## src/rtl/xadl_pkg.sv

```systemverilog
package xadl_pkg;
    // Data path width
    localparam int DATA_W = 8;
    localparam int FADDR_W = 7;
    // Direction-load operand selectors
    localparam logic [2:0] SEL_PORT_A = 3'h5;
    localparam logic [2:0] SEL_PORT_B = 3'h6;
    localparam logic [2:0] SEL_PORT_C = 3'h7;
    // Destination bit encodings for the file XOR
    localparam logic DEST_WREG = 1'h0;
    localparam logic DEST_FILE = 1'h1;
    // Values after reset
    localparam logic [7:0] WREG_RST = 8'h00;
    localparam logic [7:0] DIR_RST = 8'hFF;
    localparam logic ZERO_RST = 1'h0;
    localparam logic [6:0] FADDR_RST = 7'h00;
    localparam logic [7:0] FDATA_RST = 8'h00;
    // Operation codes presented by the instruction decoder
    typedef enum logic [1:0] {
        OP_NONE = 2'b00,
        OP_DIR_LOAD = 2'b01,
        OP_XOR_LIT = 2'b10,
        OP_XOR_FILE = 2'b11
    } xadl_op_type;
endpackage

```

## src/rtl/xadl_core.sv

```systemverilog
`timescale 1ns/1ps
// Operation
// RULE1: direction load copies working register into chosen direction register; flags untouched.
// RULE2: operand 5 selects port A, 6 port B, 7 port C; others ignored. Code decodes only file_addr_i[2:0], so operands such as 0x0D also load port A.
// RULE3: literal XOR puts working register XOR literal into working register.
// RULE4: file XOR with destination 0 puts result into working register.
// RULE5: file XOR with destination 1 writes file register, working register kept.
// RULE6: both XORs update only zero flag, set when result is zero.
module xadl_core #(
    parameter int DATA_W = xadl_pkg::DATA_W
) (
    input wire logic ref_clk_i,
    input wire logic rst_i,
    input wire logic op_valid_i,
    input wire logic [1:0] op_code_i,
    input wire logic [7:0] literal_i,
    input wire logic [6:0] file_addr_i,
    input wire logic dest_i,
    input wire logic [7:0] file_rdata_i,
    output logic [7:0] wreg_o,
    output logic [7:0] port_a_direction_o,
    output logic [7:0] port_b_direction_o,
    output logic [7:0] port_c_direction_o,
    output logic zero_flag_o,
    output logic file_we_o,
    output logic [6:0] file_waddr_o,
    output logic [7:0] file_wdata_o
);
    // Width check
    if (DATA_W != 8) begin : g_width_check
        $error("xadl_core supports only 8-bit data");
    end

    logic [7:0] wreg_ff, nxt_wreg;
    logic [7:0] dir_a_ff, nxt_dir_a;
    logic [7:0] dir_b_ff, nxt_dir_b;
    logic [7:0] dir_c_ff, nxt_dir_c;
    logic zero_ff, nxt_zero;
    logic fwe_ff, nxt_fwe;
    logic [6:0] fwaddr_ff, nxt_fwaddr;
    logic [7:0] fwdata_ff, nxt_fwdata;
    logic [7:0] xor_res;
    xadl_pkg::xadl_op_type op;
    logic do_dir, do_xlit, do_xfile;

    assign op = xadl_pkg::xadl_op_type'(op_code_i);

    // Decoded strobes, only while the decoder marks the op valid
    assign do_dir = op_valid_i && (op == xadl_pkg::OP_DIR_LOAD);
    assign do_xlit = op_valid_i && (op == xadl_pkg::OP_XOR_LIT);
    assign do_xfile = op_valid_i && (op == xadl_pkg::OP_XOR_FILE);

    // Shared XOR unit; second operand picked by the op
    always_comb begin
        xor_res = 8'h00;
        if (op == xadl_pkg::OP_XOR_LIT) begin
            xor_res = wreg_ff ^ literal_i; // see RULE3
        end else if (op == xadl_pkg::OP_XOR_FILE) begin
            xor_res = wreg_ff ^ file_rdata_i; // see RULE4
        end
    end

    // Working register and zero flag: next values
    always_comb begin
        nxt_wreg = wreg_ff;
        nxt_zero = zero_ff;
        if (do_xlit) begin
            nxt_wreg = xor_res; // see RULE3
        end
        if (do_xfile && dest_i == xadl_pkg::DEST_WREG) begin
            nxt_wreg = xor_res; // see RULE4
        end
        // Only the XORs touch the flag; direction loads keep it
        if (do_xlit || do_xfile) begin
            nxt_zero = (xor_res == 8'h00); // see RULE6
        end
    end

    // Working register and zero flag: registers
    always_ff @(posedge ref_clk_i or posedge rst_i) begin
        if (rst_i) begin
            wreg_ff <= xadl_pkg::WREG_RST;
            zero_ff <= xadl_pkg::ZERO_RST;
        end else begin
            wreg_ff <= nxt_wreg;
            zero_ff <= nxt_zero;
        end
    end

    // Direction registers: next values, operands whose low three bits are below 5 ignored
    always_comb begin
        nxt_dir_a = dir_a_ff;
        nxt_dir_b = dir_b_ff;
        nxt_dir_c = dir_c_ff;
        if (do_dir) begin
            // Operand sits in low address bits
            case (file_addr_i[2:0])
                xadl_pkg::SEL_PORT_A: nxt_dir_a = wreg_ff; // see RULE1 RULE2
                xadl_pkg::SEL_PORT_B: nxt_dir_b = wreg_ff; // see RULE1 RULE2
                xadl_pkg::SEL_PORT_C: nxt_dir_c = wreg_ff; // see RULE1 RULE2
                default: ;
            endcase
        end
    end

    // Direction registers: registers
    always_ff @(posedge ref_clk_i or posedge rst_i) begin
        if (rst_i) begin
            dir_a_ff <= xadl_pkg::DIR_RST;
            dir_b_ff <= xadl_pkg::DIR_RST;
            dir_c_ff <= xadl_pkg::DIR_RST;
        end else begin
            dir_a_ff <= nxt_dir_a;
            dir_b_ff <= nxt_dir_b;
            dir_c_ff <= nxt_dir_c;
        end
    end

    // File write port: next values, strobe lasts one cycle
    always_comb begin
        nxt_fwe = 1'b0;
        nxt_fwaddr = fwaddr_ff;
        nxt_fwdata = fwdata_ff;
        if (do_xfile && dest_i == xadl_pkg::DEST_FILE) begin
            nxt_fwe = 1'b1; // see RULE5
            nxt_fwaddr = file_addr_i;
            nxt_fwdata = xor_res;
        end
    end

    // File write port: registers
    always_ff @(posedge ref_clk_i or posedge rst_i) begin
        if (rst_i) begin
            fwe_ff <= 1'b0;
            fwaddr_ff <= xadl_pkg::FADDR_RST;
            fwdata_ff <= xadl_pkg::FDATA_RST;
        end else begin
            fwe_ff <= nxt_fwe;
            fwaddr_ff <= nxt_fwaddr;
            fwdata_ff <= nxt_fwdata;
        end
    end

    // Outputs straight from flops
    assign wreg_o = wreg_ff;
    assign port_a_direction_o = dir_a_ff;
    assign port_b_direction_o = dir_b_ff;
    assign port_c_direction_o = dir_c_ff;
    assign zero_flag_o = zero_ff;
    assign file_we_o = fwe_ff;
    assign file_waddr_o = fwaddr_ff;
    assign file_wdata_o = fwdata_ff;

    // Checks on the execute stage
    dir_load_a_a: assert property (@(posedge ref_clk_i) disable iff (rst_i) // see RULE1 RULE2
        op_valid_i && op == xadl_pkg::OP_DIR_LOAD && file_addr_i[2:0] == 3'h5
        |=> port_a_direction_o == $past(wreg_o) && $stable(zero_flag_o) && $stable(wreg_o))
        else $error("port A direction not loaded");
    dir_load_b_a: assert property (@(posedge ref_clk_i) disable iff (rst_i) // see RULE2
        op_valid_i && op == xadl_pkg::OP_DIR_LOAD && file_addr_i[2:0] == 3'h6
        |=> port_b_direction_o == $past(wreg_o) && $stable(port_a_direction_o) && $stable(port_c_direction_o))
        else $error("port B direction not loaded");
    dir_load_c_a: assert property (@(posedge ref_clk_i) disable iff (rst_i) // see RULE2
        op_valid_i && op == xadl_pkg::OP_DIR_LOAD && file_addr_i[2:0] == 3'h7
        |=> port_c_direction_o == $past(wreg_o) && $stable(port_b_direction_o))
        else $error("port C direction not loaded");
    dir_invalid_a: assert property (@(posedge ref_clk_i) disable iff (rst_i) // see RULE2
        op_valid_i && op == xadl_pkg::OP_DIR_LOAD && file_addr_i[2:0] < 3'h5
        |=> $stable(port_a_direction_o) && $stable(port_b_direction_o) && $stable(port_c_direction_o))
        else $error("invalid operand changed a direction register");
    xor_literal_a: assert property (@(posedge ref_clk_i) disable iff (rst_i) // see RULE3
        op_valid_i && op == xadl_pkg::OP_XOR_LIT
        |=> wreg_o == ($past(wreg_o) ^ $past(literal_i)) && !file_we_o)
        else $error("literal XOR result wrong");
    xor_to_wreg_a: assert property (@(posedge ref_clk_i) disable iff (rst_i) // see RULE4
        op_valid_i && op == xadl_pkg::OP_XOR_FILE && !dest_i
        |=> wreg_o == ($past(wreg_o) ^ $past(file_rdata_i)) && !file_we_o)
        else $error("file XOR to working register wrong");
    xor_to_file_a: assert property (@(posedge ref_clk_i) disable iff (rst_i) // see RULE5
        op_valid_i && op == xadl_pkg::OP_XOR_FILE && dest_i
        |=> file_we_o && file_waddr_o == $past(file_addr_i)
            && file_wdata_o == ($past(wreg_o) ^ $past(file_rdata_i)) && $stable(wreg_o))
        else $error("file XOR write-back wrong");
    zero_flag_a: assert property (@(posedge ref_clk_i) disable iff (rst_i) // see RULE6
        op_valid_i && (op == xadl_pkg::OP_XOR_LIT || op == xadl_pkg::OP_XOR_FILE)
        |=> zero_flag_o == ((($past(wreg_o) ^ (($past(op_code_i) == 2'b10) ? $past(literal_i)
            : $past(file_rdata_i)))) == 8'h00))
        else $error("zero flag wrong after XOR");

    // Nothing moves without a valid XOR or direction load
    idle_hold_a: assert property (@(posedge ref_clk_i) disable iff (rst_i) // see RULE1
        !op_valid_i || op == xadl_pkg::OP_NONE
        |=> $stable(wreg_o) && $stable(zero_flag_o) && !file_we_o && $stable(port_a_direction_o)
            && $stable(port_b_direction_o) && $stable(port_c_direction_o))
        else $error("state changed without a valid op");
    dir_load_flags_a: assert property (@(posedge ref_clk_i) disable iff (rst_i) // see RULE1
        do_dir
        |=> $stable(zero_flag_o) && $stable(wreg_o) && !file_we_o)
        else $error("direction load touched flag or working register");
    dir_a_source_a: assert property (@(posedge ref_clk_i) disable iff (rst_i) // see RULE2
        $changed(port_a_direction_o)
        |-> $past(do_dir && file_addr_i[2:0] == xadl_pkg::SEL_PORT_A))
        else $error("port A direction changed without its load");
    dir_b_source_a: assert property (@(posedge ref_clk_i) disable iff (rst_i) // see RULE2
        $changed(port_b_direction_o)
        |-> $past(do_dir && file_addr_i[2:0] == xadl_pkg::SEL_PORT_B))
        else $error("port B direction changed without its load");
    dir_c_source_a: assert property (@(posedge ref_clk_i) disable iff (rst_i) // see RULE2
        $changed(port_c_direction_o)
        |-> $past(do_dir && file_addr_i[2:0] == xadl_pkg::SEL_PORT_C))
        else $error("port C direction changed without its load");
    wreg_source_a: assert property (@(posedge ref_clk_i) disable iff (rst_i) // see RULE5
        $changed(wreg_o)
        |-> $past(do_xlit || (do_xfile && dest_i == xadl_pkg::DEST_WREG)))
        else $error("working register changed without an XOR into it");
    zero_source_a: assert property (@(posedge ref_clk_i) disable iff (rst_i) // see RULE6
        $changed(zero_flag_o)
        |-> $past(do_xlit || do_xfile))
        else $error("zero flag changed without an XOR");
    we_source_a: assert property (@(posedge ref_clk_i) disable iff (rst_i) // see RULE5
        file_we_o
        |-> $past(do_xfile && dest_i == xadl_pkg::DEST_FILE))
        else $error("file write strobe without a file XOR");
    write_hold_a: assert property (@(posedge ref_clk_i) disable iff (rst_i) // see RULE5
        !file_we_o
        |-> $stable(file_waddr_o) && $stable(file_wdata_o))
        else $error("file write address or data moved without a write");
endmodule

```

## config.mk

```make
export PLATFORM = sky130hd
export DESIGN_NAME = xadl_core
export DESIGN_NICKNAME = d
export VERILOG_FILES = /design/src/rtl/xadl_pkg.sv /design/src/rtl/xadl_core.sv
export SDC_FILE = /design/constraint.sdc
export NUM_CORES = 1
export LEC_CHECK = 0
export BUFFER_PORTS_ARGS = -buffer_cell sky130_fd_sc_hd__buf_2
export CAP_MARGIN = 5
export CORE_MARGIN = 3
export CORE_UTILIZATION = 52
export DETAILED_ROUTE_END_ITERATION = 10
export PLACE_DENSITY = 0.84
export SETUP_SLACK_MARGIN = 0.1
export SLEW_MARGIN = 20
export SYNTH_ARGS = -nofsm -noshare
export SYNTH_HDL_FRONTEND = slang
export SYNTH_SLANG_ARGS = --single-unit
```

## constraint.sdc

```tcl
create_clock -name ref_clk_i -period 2.9 [get_ports ref_clk_i]
set_input_delay 0.435 -clock ref_clk_i [delete_from_list [all_inputs] [get_ports ref_clk_i]]
set_output_delay 0.435 -clock ref_clk_i [all_outputs]
set_load 0.01 [all_outputs]
```

==> After elaboration in Yosys (flattened, before gate mapping) <==
Cells that the tools add are included.
{ "totals": {"reg_bits": 49, "wordCells": 33, "out_inout_bits": 49} }
{ "op_classes": {"mux": 5, "reduce_logical": 11, "n_eq_ne": 6, "bitwise_logic": 3} }
{ "op_table": {"columns": ["cell", "count"], "rows": [
  ["2-to-1 mux 8 bit", 4],
  ["XOR 8 bit", 2],
  ["equality test 3 bit, second input constant", 3],
  ["zero test 8 bit", 1],
  ["AND reduction 2 bit", 3],
  ["logical AND 1 bit", 5],
  ["equality test 2 bit, second input constant", 2],
  ["equality test 2 x 1 -> 1 bit, second input constant", 1],
  ["nonzero test 2 bit", 1],
  ["logical OR 1 bit", 1],
  ["2-to-1 mux 1 bit", 1],
  ["NOT 1 bit", 1]
]} }

==> Depth between registers and ports, before layout <==
Gate-level depths: netlist of run 1.
{ "depth": {"word_depth": 5, "ltp_mapped": 6, "depth_no_buf": 4} }

==> Least setup slack after synthesis of run 1 <==
No wires, ideal clock.
{ "synth_path": {"path_type": "input-to-reg", "start": "input op_code_i[0]", "end": "register zero_ff (netlist: zero_flag_o)", "arrival_time_ns": 1.512, "setup_ns": 0.122, "t_required_ns": 2.778, "path_stages": 5, "slack_ns": 1.266, "path_buffers": 1, "path_cell_list": "buf_6 -> mux2i_1 -> mux2_4 -> and4_1 -> a32o_1"} }
{ "synth_between": {"elab_chain_len": 4, "elab_cells_between_ends": 8, "cone_classes": "eq/ne: 2; mux: 2; reduce/logical: 4"} }
{ "synth_lines": {"columns": ["element", "line", "text"], "rows": [
  ["start: declaration", "xadl_core.sv:15", "input wire logic [1:0] op_code_i,"],
  ["equality test 2 bit", "xadl_core.sv:51, xadl_core.sv:58", null],
  ["2-to-1 mux 8 bit", "xadl_core.sv:58", "end else if (op == xadl_pkg::OP_XOR_FILE) begin"],
  ["2-to-1 mux 8 bit", "xadl_core.sv:56", "if (op == xadl_pkg::OP_XOR_LIT) begin"],
  ["zero test 8 bit", "xadl_core.sv:75", "nxt_zero = (xor_res == 8'h00);"],
  ["end signal: assignment", "xadl_core.sv:83", "zero_ff <= xadl_pkg::ZERO_RST;"],
  ["end signal: assignment", "xadl_core.sv:86", "zero_ff <= nxt_zero;"],
  ["end: declaration", "xadl_core.sv:38", "logic zero_ff, nxt_zero;"]
]} }
Several ways; a longest one is shown, not always the timed one.
A chain may end at the register's enable or synchronous reset.

==> Worst setup path in the final report of run 1 <==
{ "layout_path": {"start": "input op_code_i[0]", "end": "register dir_b_ff[6] (netlist: port_b_direction_o[6])"} }
{ "layout_between": {"elab_chain_len": 3} }
{ "layout_lines": {"columns": ["element", "line", "text"], "rows": [
  ["equality test 2 x 1 -> 1 bit", "xadl_core.sv:49", "assign do_dir = op_valid_i && (op == xadl_pkg::OP_DIR_LOAD);"],
  ["logical AND 1 bit", "xadl_core.sv:49", null],
  ["AND reduction 2 bit (no source line)", null, null],
  ["end signal: assignment", "xadl_core.sv:110", "dir_b_ff <= xadl_pkg::DIR_RST;"],
  ["end signal: assignment", "xadl_core.sv:114", "dir_b_ff <= nxt_dir_b;"],
  ["end: declaration", "xadl_core.sv:36", "logic [7:0] dir_b_ff, nxt_dir_b;"]
]} }
Every way passes these cells.

==> results of run 1 <==
report_power, final:
| part | total (mW) | internal [mW] | leakage, nW | switching [mW] |
|---|---|---|---|---|
| sequential | 0.933 | 0.846 | 0.574 | 0.0867 |
| combinational | 0.411 | 0.194 | 0.740 | 0.217 |
| clock | 0.433 | 0.216 | 0.0542 | 0.217 |
| total | 1.78 | 1.26 | 1.37 | 0.521 |
critical path: stages:
cell and delay, ps:
buf_2 280, and4b_1 310, and3b_1 470, mux2_2 390
routing by layer:
layer,up-vias,global-route usage [%]
met5,-,0
met4,0,7.87
met2,58,31.8
met3,9,5.65
li1,748,-
met1,750,27.4
worst max-delay path by stage:
| stage | cells after the start | slack (ps) | end | from |
|---|---|---|---|---|
| 3_5_place_dp | 4 | 940 | port_b_direction_o[6] | op_code_i[0] |
| 2_1_floorplan | 5 | 1270 | zero_flag_o | op_code_i[0] |
| 5_1_grt | 5 | 1170 | file_waddr_o[2] | op_code_i[0] |
| 3_3_place_gp | 4 | 980 | port_b_direction_o[6] | op_code_i[0] |
| 6_report | 4 | 1230 | port_b_direction_o[6] | op_code_i[0] |
| 4_1_cts | 4 | 1250 | port_b_direction_o[6] | op_code_i[0] |
flip-flops by register name, indices dropped and copies added (netlist names):
signal / cells
port_b_direction_o: 8
file_waddr_o: 7
port_c_direction_o: 8
port_a_direction_o: 8
file_we_o: 1
zero_flag_o: 1
file_wdata_o: 8
wreg_o: 8
metrics by stage:
| step | setup WS, ps | hold slack (ps) | cell area [µm²] | util (%) |
|---|---|---|---|---|
| CTS | 1250 | 308 | 2620 | 69.6 |
| global route | 1170 | 330 | 2620 | 69.6 |
| finish | 1230 | 318 | 2620 | 69.6 |
| floorplan | 1270 | 514 | 2100 | - |
| global placement | 979 | 456 | 2520 | 66.9 |
| detailed placement | 942 | 465 | 2520 | 66.9 |
kinds of logic (layout without fill, tap and decap cells):
family | count (synthesis) | in the layout | synth area share (%)
AND/OR/NAND/NOR | 57 | 57 | 12.2
flip-flops | 49 | 49 | 59.7
multiplexers | 36 | 36 | 19.1
buffers and inverters | 8 | 88 | 2.02
AO/OA/AOI/OAI | 20 | 20 | 5.23
XOR/XNOR | 4 | 4 | 1.66
cell usage after synthesis:
cell type	n
a211oi_1	1
a21o_1	1
a32o_1	1
and3b_1	1
and4_1	1
and4b_1	1
buf_2	1
buf_4	1
buf_6	1
clkbuf_1	3
clkinv_1	1
dfrtp_1	25
dfstp_2	24
inv_1	1
mux2_1	5
mux2_2	21
mux2_4	2
mux2i_1	8
nand2_1	47
nand2b_1	3
nand3_2	1
nand4_1	1
nor2_4	1
o21ai_0	16
o21ai_1	1
or2b_1	1
xnor2_1	4
layout make-up:
type,instances,share of cell area [%]
clock buffers,7,3.67
clock inverters,1,0.191
inverters,2,0.286
multi-input cells,117,30.7
flip-flops and latches,49,47.9
well taps,48,2.29
repair buffers,78,15.0
==> impl_metrics.ini, run 1 <==
[status]
status = complete, no violations

[finish]
drive_above_1_share_pct = 53.5
final_common_cell = buf_2
n_antenna_cell = 0
n_fill_cell = 271
final_cell_mix = 77 x buf_2, 47 x nand2_1, 25 x dfrtp_1, 24 x dfstp_2, 21 x mux2_2
stdcell_count = 302
area_delta_synth_final_pct = 24.7
seq_area_um2 = 1260
fin_nets = 282
multi_input_area_um2 = 806

[min_path]
holdPathEnd = file_waddr_o[3]
hold_path_startpoint = file_addr_i[3]
hold_path_depth = 3
worstHoldPathType = in2reg

[clock_tree]
clk_pin_slew_ps = 90
cts_buffer_depth = 2
post_cts_resized = 0
cts_setup_buffers = 0
htree_levels = 2
cts_tree = done
cts_sinks = 49
hold_buffers = 0
cts-buffers-inserted = 5
root_buffer = clkbuf_8
insertion_delay_ps = 300

[power]
powerDensity_nw_per_um2 = 677
p_leak_nw = 1.37
total_power_mw = 1.78
ir_worst_vdd_mv = 0.453

[critical_path]
crit_path_end_kind = register
rr_endpoint = zero_flag_o
cp_max_fo = 11
cp.required_ps = 3130
crit_type = in2reg
cp.arrival_ps = 1900
reg2reg_slack_ps = 1390
reg2reg_depth = 4
reg2reg_from = wreg_o[3]
start_kind = input pin

[routing]
drc = 0
drt-total-wl_mm = 4.63
vias = 1565
wl_met2_mm = 2.17
top_layer = met4
viasPerCell = 5.18
wire_per_inst_um = 15.3
met1_length_mm = 2.05
dr.pass1.iters = 4
wl_met3_um = 316
antenna_left = 0
drt_iter0_drc = 74

[die]
coreArea_um2 = 3770
initial_core_util_pct = 55.8
row_count = 22
die_y_um = 69.6
dieArea_um2 = 4850
die_w_um = 69.6
io_pins = 78

[sta]
worst_pin_slew_ps = 966
rsz0062_at_grt = false
finalHoldViolations = 0
post-route-min-period_ps = 1670
setup_tns_ps = 0
fmax_mhz = 600
slew_viol_final = 0
fin_skew_ps = 5.60
slew_headroom_pct = 35.5
setup_violations = 0
fin_crit_sh_pct = 57.5

[logic_synthesis]
yosysSeqAreaShare_pct = 59.7
ys_warn_count = 0
ys_types = 27
synth_top_area_share_pct = 30.0
syn_inst = 174
synthesis.nets = 203
synth_top_cell_by_area = dfstp_2
yosys-top-cells-area = dfstp_2 30%, dfrtp_1 30%, mux2_2 11%
synth.cell_area_um2 = 2100
synth_seq_cells = 49
synth.avg_cell_area_um2 = 12.1

[global_route]
overflow = 0
grt_pass1_wl_mm = 7.85
grt_pass1_vias = 1569
grt_use_total_pct = 20.5
grt_max_degree = 50
antenna_found_initial = 0

[place]
port_buffers = 77
routabilityCongestion = 0.772
dpl.cell_count = 294
hpwl_mm = 3.43

[run]
drv_cap = 0
(Power assumes the default switching activity.)
==> run 2, diff against run 1 <==
--- a/config.mk
+++ b/config.mk
@@ -8,9 +8,9 @@
 export BUFFER_PORTS_ARGS = -buffer_cell sky130_fd_sc_hd__buf_2
 export CAP_MARGIN = 5
 export CORE_MARGIN = 3
-export CORE_UTILIZATION = 52
+export CORE_UTILIZATION = 48
 export DETAILED_ROUTE_END_ITERATION = 10
-export PLACE_DENSITY = 0.84
+export PLACE_DENSITY = 0.78
 export SETUP_SLACK_MARGIN = 0.1
 export SLEW_MARGIN = 20
 export SYNTH_ARGS = -nofsm -noshare
==> constraint.sdc (replaced) <==
create_clock -name ref_clk_i -period 1.6 [get_ports ref_clk_i]
set_input_delay 0.24 -clock ref_clk_i [delete_from_list [all_inputs] [get_ports ref_clk_i]]
set_output_delay 0.24 -clock ref_clk_i [all_outputs]
set_load 0.01 [all_outputs]
==> run 2 against run 1 <==
Against the previous run:
- global-route usage decreased by 1.1 points
- setup slack got worse by 1100 ps
- cell count rose by 3.6%
- via count grew 0.58%
- first-iteration DRC count up 55%
- clock power up 94%
- combinational power is 90% higher
- routed wire length up 0.76%
- clock skew is 1.1 ps lower
- critical path type is now reg2reg
- largest cell class unchanged
- largest power group unchanged
==> impl_metrics.ini, run 2 (synthesized netlist as in run 1, its figures left out) <==
[status]
status = complete, no violations

[power]
ir_worst_vdd_mv = 0.680
p_leak_nw = 1.42
total_power_mw = 3.30
powerDensity_nw_per_um2 = 1210

[critical_path]
crit_path_end_kind = register
slowest_delay_ps = 380
start_kind = register
crit_type = reg2reg
critical_path.top_delay_family = simple AND/OR/NAND/NOR gates
cp_slowest_cell = dfrtp_1
cp.required_ps = 1790
cp_cell_sequence = or2b_1, mux2_4, and4_1, a32o_1
crit_buf_inv = 0
cp_max_fo = 3
cp.arrival_ps = 1630

[finish]
multi_input_area_um2 = 806
n_antenna_cell = 0
drive_above_1_share_pct = 55.5
area_delta_synth_final_pct = 29.4
n_fill_cell = 314
final_cell_mix = 77 x buf_2, 47 x nand2_1, 24 x dfstp_2, 23 x dfrtp_1, 21 x mux2_2
seq_area_um2 = 1260
fin_nets = 291
design_area_um2 = 2720
final_common_cell = buf_2

[routing]
drt-total-wl_mm = 4.67
wire_per_inst_um = 14.9
vias = 1574
antenna_left = 0
drc = 0
dr.pass1.iters = 4
drt_iter0_drc = 115
viasPerCell = 5.03

[die]
coreArea_um2 = 4120
io_pins = 78
die_y_um = 72.2
die_w_um = 72.2
initial_core_util_pct = 51.1
row_count = 23
dieArea_um2 = 5220

[global_route]
grt_use_total_pct = 19.4
grt_pass1_wl_mm = 7.73
overflow = 0
grt_pass1_vias = 1604
antenna_found_initial = 0
grt_use_met3_pct = 3.19
grt_util_met1_pct = 24.4
grt_busiest_layer = met2
grt_max_degree = 24
gr-usage-met2_pct = 32.5

[clock_tree]
cts-buffers-inserted = 5
insertion_delay_ps = 300
cts_tree = done
htree_levels = 2
cts_sinks = 49
clk_pin_slew_ps = 90
cts_buffer_depth = 2
root_buffer = clkbuf_8

[min_path]
worstHoldPathType = in2reg

[sta]
fmax_mhz = 699
rsz0062_at_grt = false
slew_headroom_pct = 69.4
worst_pin_slew_ps = 458
setup_violations = 0
finalHoldViolations = 0
slew_viol_final = 0
fin_crit_sh_pct = 89.4
fin_skew_ps = 4.54
setup_slack_ps = 169
post-route-min-period_ps = 1430

[place]
hpwl_mm = 3.64
dp_slack_ps = -5.84
port_buffers = 77
routabilityCongestion = 0.773
placed_cell_area_um2 = 2590

[run]
drv_cap = 0
## run 2: layer usage
metal	share of wire, %	routed length (µm)
met1	40	1880
met2	52	2430
met3	5.1	237
met4	2.5	115
met5	0	0
## run 2: where the power goes
| part | total [mW] | internal [mW] | leakage [nW] | switching, mW |
|---|---|---|---|---|
| clock network | 0.841 | 0.446 | 0.0599 | 0.395 |
| registers | 1.68 | 1.54 | 0.572 | 0.146 |
| logic | 0.779 | 0.374 | 0.786 | 0.405 |
| total | 3.30 | 2.36 | 1.42 | 0.946 |
## run 2: worst min-delay path, delay by kind of cell
kind | cells | cell delay, ps
AND/OR/NAND/NOR | 2 | 90
buffers and inverters | 1 | 80
## run 2: area by class of cell
type / instances / share of cell area, %
multi-input combinational: 117 / 29.6
tap: 50 / 2.30
clock buffer: 7 / 3.95
inverter: 2 / 0.276
clock inverter: 1 / 0.230
timing repair buffer: 87 / 17.5
sequential: 49 / 46.2
## run 2: repair_timing
action	CTS	global route
endpoints found under the setup margin	0	1
gates resized for setup	0	2
endpoints found under the hold margin	8	0
hold buffers	1	0
setup buffers	0	1
## run 2: final timing paths
| kind | from | endpoint | slack, ps | cells after the start |
|---|---|---|---|---|
| max | wreg_o[3] | zero_flag_o | 170 | 4 |
| min | file_addr_i[5] | file_waddr_o[5] | 130 | 3 |
| max reg2reg | wreg_o[3] | zero_flag_o | 170 | 4 |
| min reg2reg | file_waddr_o[6] | file_waddr_o[6] | 470 | 2 |
| max in group asynchronous | rst_i | port_c_direction_o[0] | 520 | 4 |
| min in group asynchronous | rst_i | wreg_o[3] | 490 | 3 |
## run 2: stage by stage
stage               hold WS [ps]  util [%]  std cells  setup TNS [ps]
floorplan                    345         -        174               0
global placement             275      62.9        303               0
detailed placement           279      62.9        303           -5.84
CTS                          122      65.9        312               0
global route                 136      66.2        313               0
finish                       129      66.2        313               0
==> run 3, diff against run 2 <==
--- a/config.mk
+++ b/config.mk
@@ -5,12 +5,13 @@
 export SDC_FILE = /design/constraint.sdc
 export NUM_CORES = 1
 export LEC_CHECK = 0
+export ABC_AREA = 1
 export BUFFER_PORTS_ARGS = -buffer_cell sky130_fd_sc_hd__buf_2
 export CAP_MARGIN = 5
 export CORE_MARGIN = 3
-export CORE_UTILIZATION = 48
+export CORE_UTILIZATION = 49
 export DETAILED_ROUTE_END_ITERATION = 10
-export PLACE_DENSITY = 0.78
+export PLACE_DENSITY = 0.79
 export SETUP_SLACK_MARGIN = 0.1
 export SLEW_MARGIN = 20
 export SYNTH_ARGS = -nofsm -noshare
==> run 3 against run 2 <==
Against the previous run:
- critical path depth up 3
- sequential power rose by 3%
- via count grew 23%
- maximum frequency up 12%
- worst hold slack better by 4.0 ps
- cell area rose by 2.7%
- synthesized cell count grew 50%
- largest cell class unchanged
==> impl_metrics.ini, run 3 <==
[critical_path]
start_kind = register
critical_path.top_delay_family = simple AND/OR/NAND/NOR gates
cp_cell_sequence = inv_1, nand2_1, nand3_1, nand2_1, nor2_1, nand3_1, o21bai_1
cp.required_ps = 1830
cp_max_fo = 6
crit_path_end_kind = register
crit_type = reg2reg
cp_slowest_cell = dfrtp_1
cp.arrival_ps = 1500
crit_buf_inv = 1
slowest_delay_ps = 440

[logic_synthesis]
synth-async-reset-ratio_pct = 100
yosys-top-cells-area = dfstp_2 28%, dfrtp_1 28%, nand2_1 15%
synth_top_area_share_pct = 28.1
synth_edf_count = 0
ys_types = 22
yosysSeqAreaShare_pct = 56.0
synth_top_cell_by_area = dfstp_2
synth.avg_cell_area_um2 = 8.59
synth_seq_cells = 49
ys_warn_count = 0
synthMostInstantiatedCell = nand2_1
synth.cell_area_um2 = 2240
syn_inst = 261
synth_flop_cell = dfrtp_1
synth_common_cells = 90 x nand2_1, 34 x o21ai_1, 25 x dfrtp_1
synthesis.nets = 290

[clock_tree]
cts_buffer_depth = 2
clk_pin_slew_ps = 90
insertion_delay_ps = 300
cts-buffers-inserted = 5
root_buffer = clkbuf_8
cts_setup_buffers = 0
cts_tree = done
htree_levels = 2
cts_sinks = 49

[place]
dpl.cell_count = 383
port_buffers = 77
hpwl_mm = 3.85
routabilityCongestion = 0.778

[global_route]
grt_pass1_vias = 1913
overflow = 0
antenna_found_initial = 0
grt_pass1_wl_mm = 8.74
grt_max_degree = 50
grt_use_total_pct = 21.1

[finish]
area_delta_synth_final_pct = 24.8
fin_nets = 370
n_antenna_cell = 0
drive_above_1_share_pct = 37.1
n_fill_cell = 353
stdcell_count = 392
final_common_cell = nand2_1
multi_input_area_um2 = 832
seq_area_um2 = 1260
final_cell_mix = 90 x nand2_1, 77 x buf_2, 34 x o21ai_1, 25 x dfrtp_1, 24 x dfstp_2

[die]
io_pins = 78
initial_core_util_pct = 53.4
row_count = 23
dieArea_um2 = 5420
die_w_um = 73.6
coreArea_um2 = 4200
die_y_um = 73.6

[status]
status = complete, no violations

[routing]
wire_per_inst_um = 13.2
antenna_left = 0
drt_iter0_drc = 80
dr.pass1.iters = 4
drc = 0
viasPerCell = 4.95
drt-total-wl_mm = 5.16
vias = 1939

[power]
powerDensity_nw_per_um2 = 1270
p_leak_nw = 1.45
ir_worst_vdd_mv = 0.868

[sta]
setup_violations = 0
worst_pin_slew_ps = 413
finalHoldViolations = 0
fin_crit_sh_pct = 79.5
fmax_mhz = 786
rsz0062_at_grt = false
slew_viol_final = 0
post-route-min-period_ps = 1270
setup_tns_ps = 0
fin_skew_ps = 4.37
slew_headroom_pct = 72.4

[run]
drv_cap = 0

[min_path]
worstHoldPathType = in2reg
[run 3: cell count changes after synthesis, sizes merged, moves of 7 or more]
| cell | previous run | this run |
|---|---|---|
| nor2 | 1 | 15 |
| inv | 1 | 28 |
| nand2 | 47 | 92 |
| a31oi | 0 | 7 |
| nand3 | 1 | 19 |
| mux2i | 8 | 0 |
| o21ai | 17 | 36 |
| mux2 | 28 | 0 |
[run 3: routing by layer]
metal | routed length [µm] | GRT usage [%] | share of wire (%)
met3 | 464 | 6.16 | 9.0
met1 | 2280 | 28.3 | 44
met4 | 43 | 6.24 | 0.83
met2 | 2380 | 33.2 | 46
met5 | 0 | 0 | 0
[run 3: what timing repair did]
item / in CTS / in global routing
endpoints found under the hold margin: 25 / 0
gates resized for setup: 0 / 0
hold buffers: 1 / 0
[run 3: worst register-to-register path, stage by stage, from the launching register on]
cell and delay, ps:
dfrtp_1 440, inv_1 160, nand2_1 90, nand3_1 130, nand2_1 80, nor2_1 90
nand3_1 80, o21bai_1 130
[run 3: path summary, 6_finish.rpt]
check | from | to | slack, ps | cells past startpoint
worst min register to register | port_b_direction_o[7] | port_b_direction_o[7] | 480 | 2
worst max register to register | wreg_o[4] | zero_flag_o | 330 | 7
worst max-delay path | wreg_o[4] | zero_flag_o | 330 | 7
worst min-delay path | file_addr_i[5] | file_waddr_o[5] | 130 | 3
max in group asynchronous | rst_i | port_c_direction_o[0] | 810 | 4
min in group asynchronous | rst_i | file_waddr_o[2] | 510 | 4
[run 3: cells by family (layout without fill, tap and decap cells)]
kind of cell | count (synthesis) | count (layout) | synth area share, %
simple gates | 132 | 132 | 26.3
buf+inv | 36 | 117 | 6.86
compound gates | 44 | 44 | 10.8
flops | 49 | 49 | 56.0
[run 3: layout make-up]
type / count / area share [%]
repair buffers: 80 / 15.1
flip-flops and latches: 49 / 44.9
clock inverters: 3 / 1.61
multi-input cells: 176 / 29.7
well taps: 50 / 2.24
clock buffers: 5 / 2.46
inverters: 29 / 3.94
[run 3: per-stage QoR]
step                      instance area, µm²  power [mW]  worst slack (ps)  util, %  hold WS [ps]
after floorplan                         2240        2.25               227        -           350
after global placement                  2670        2.64               271     63.6           298
after detailed placement                2670        2.67               289     63.6           302
after CTS                               2800        3.58               334     66.6           128
after global routing                    2800        3.78               169     66.6           133
final                                   2800        3.54               328     66.6           133
[run 3: where the power goes]
part | internal, mW | leakage [nW] | switching (mW)
sequential | 1.57 | 0.562 | 0.156
combinational | 0.370 | 0.828 | 0.542
clock | 0.470 | 0.0587 | 0.434
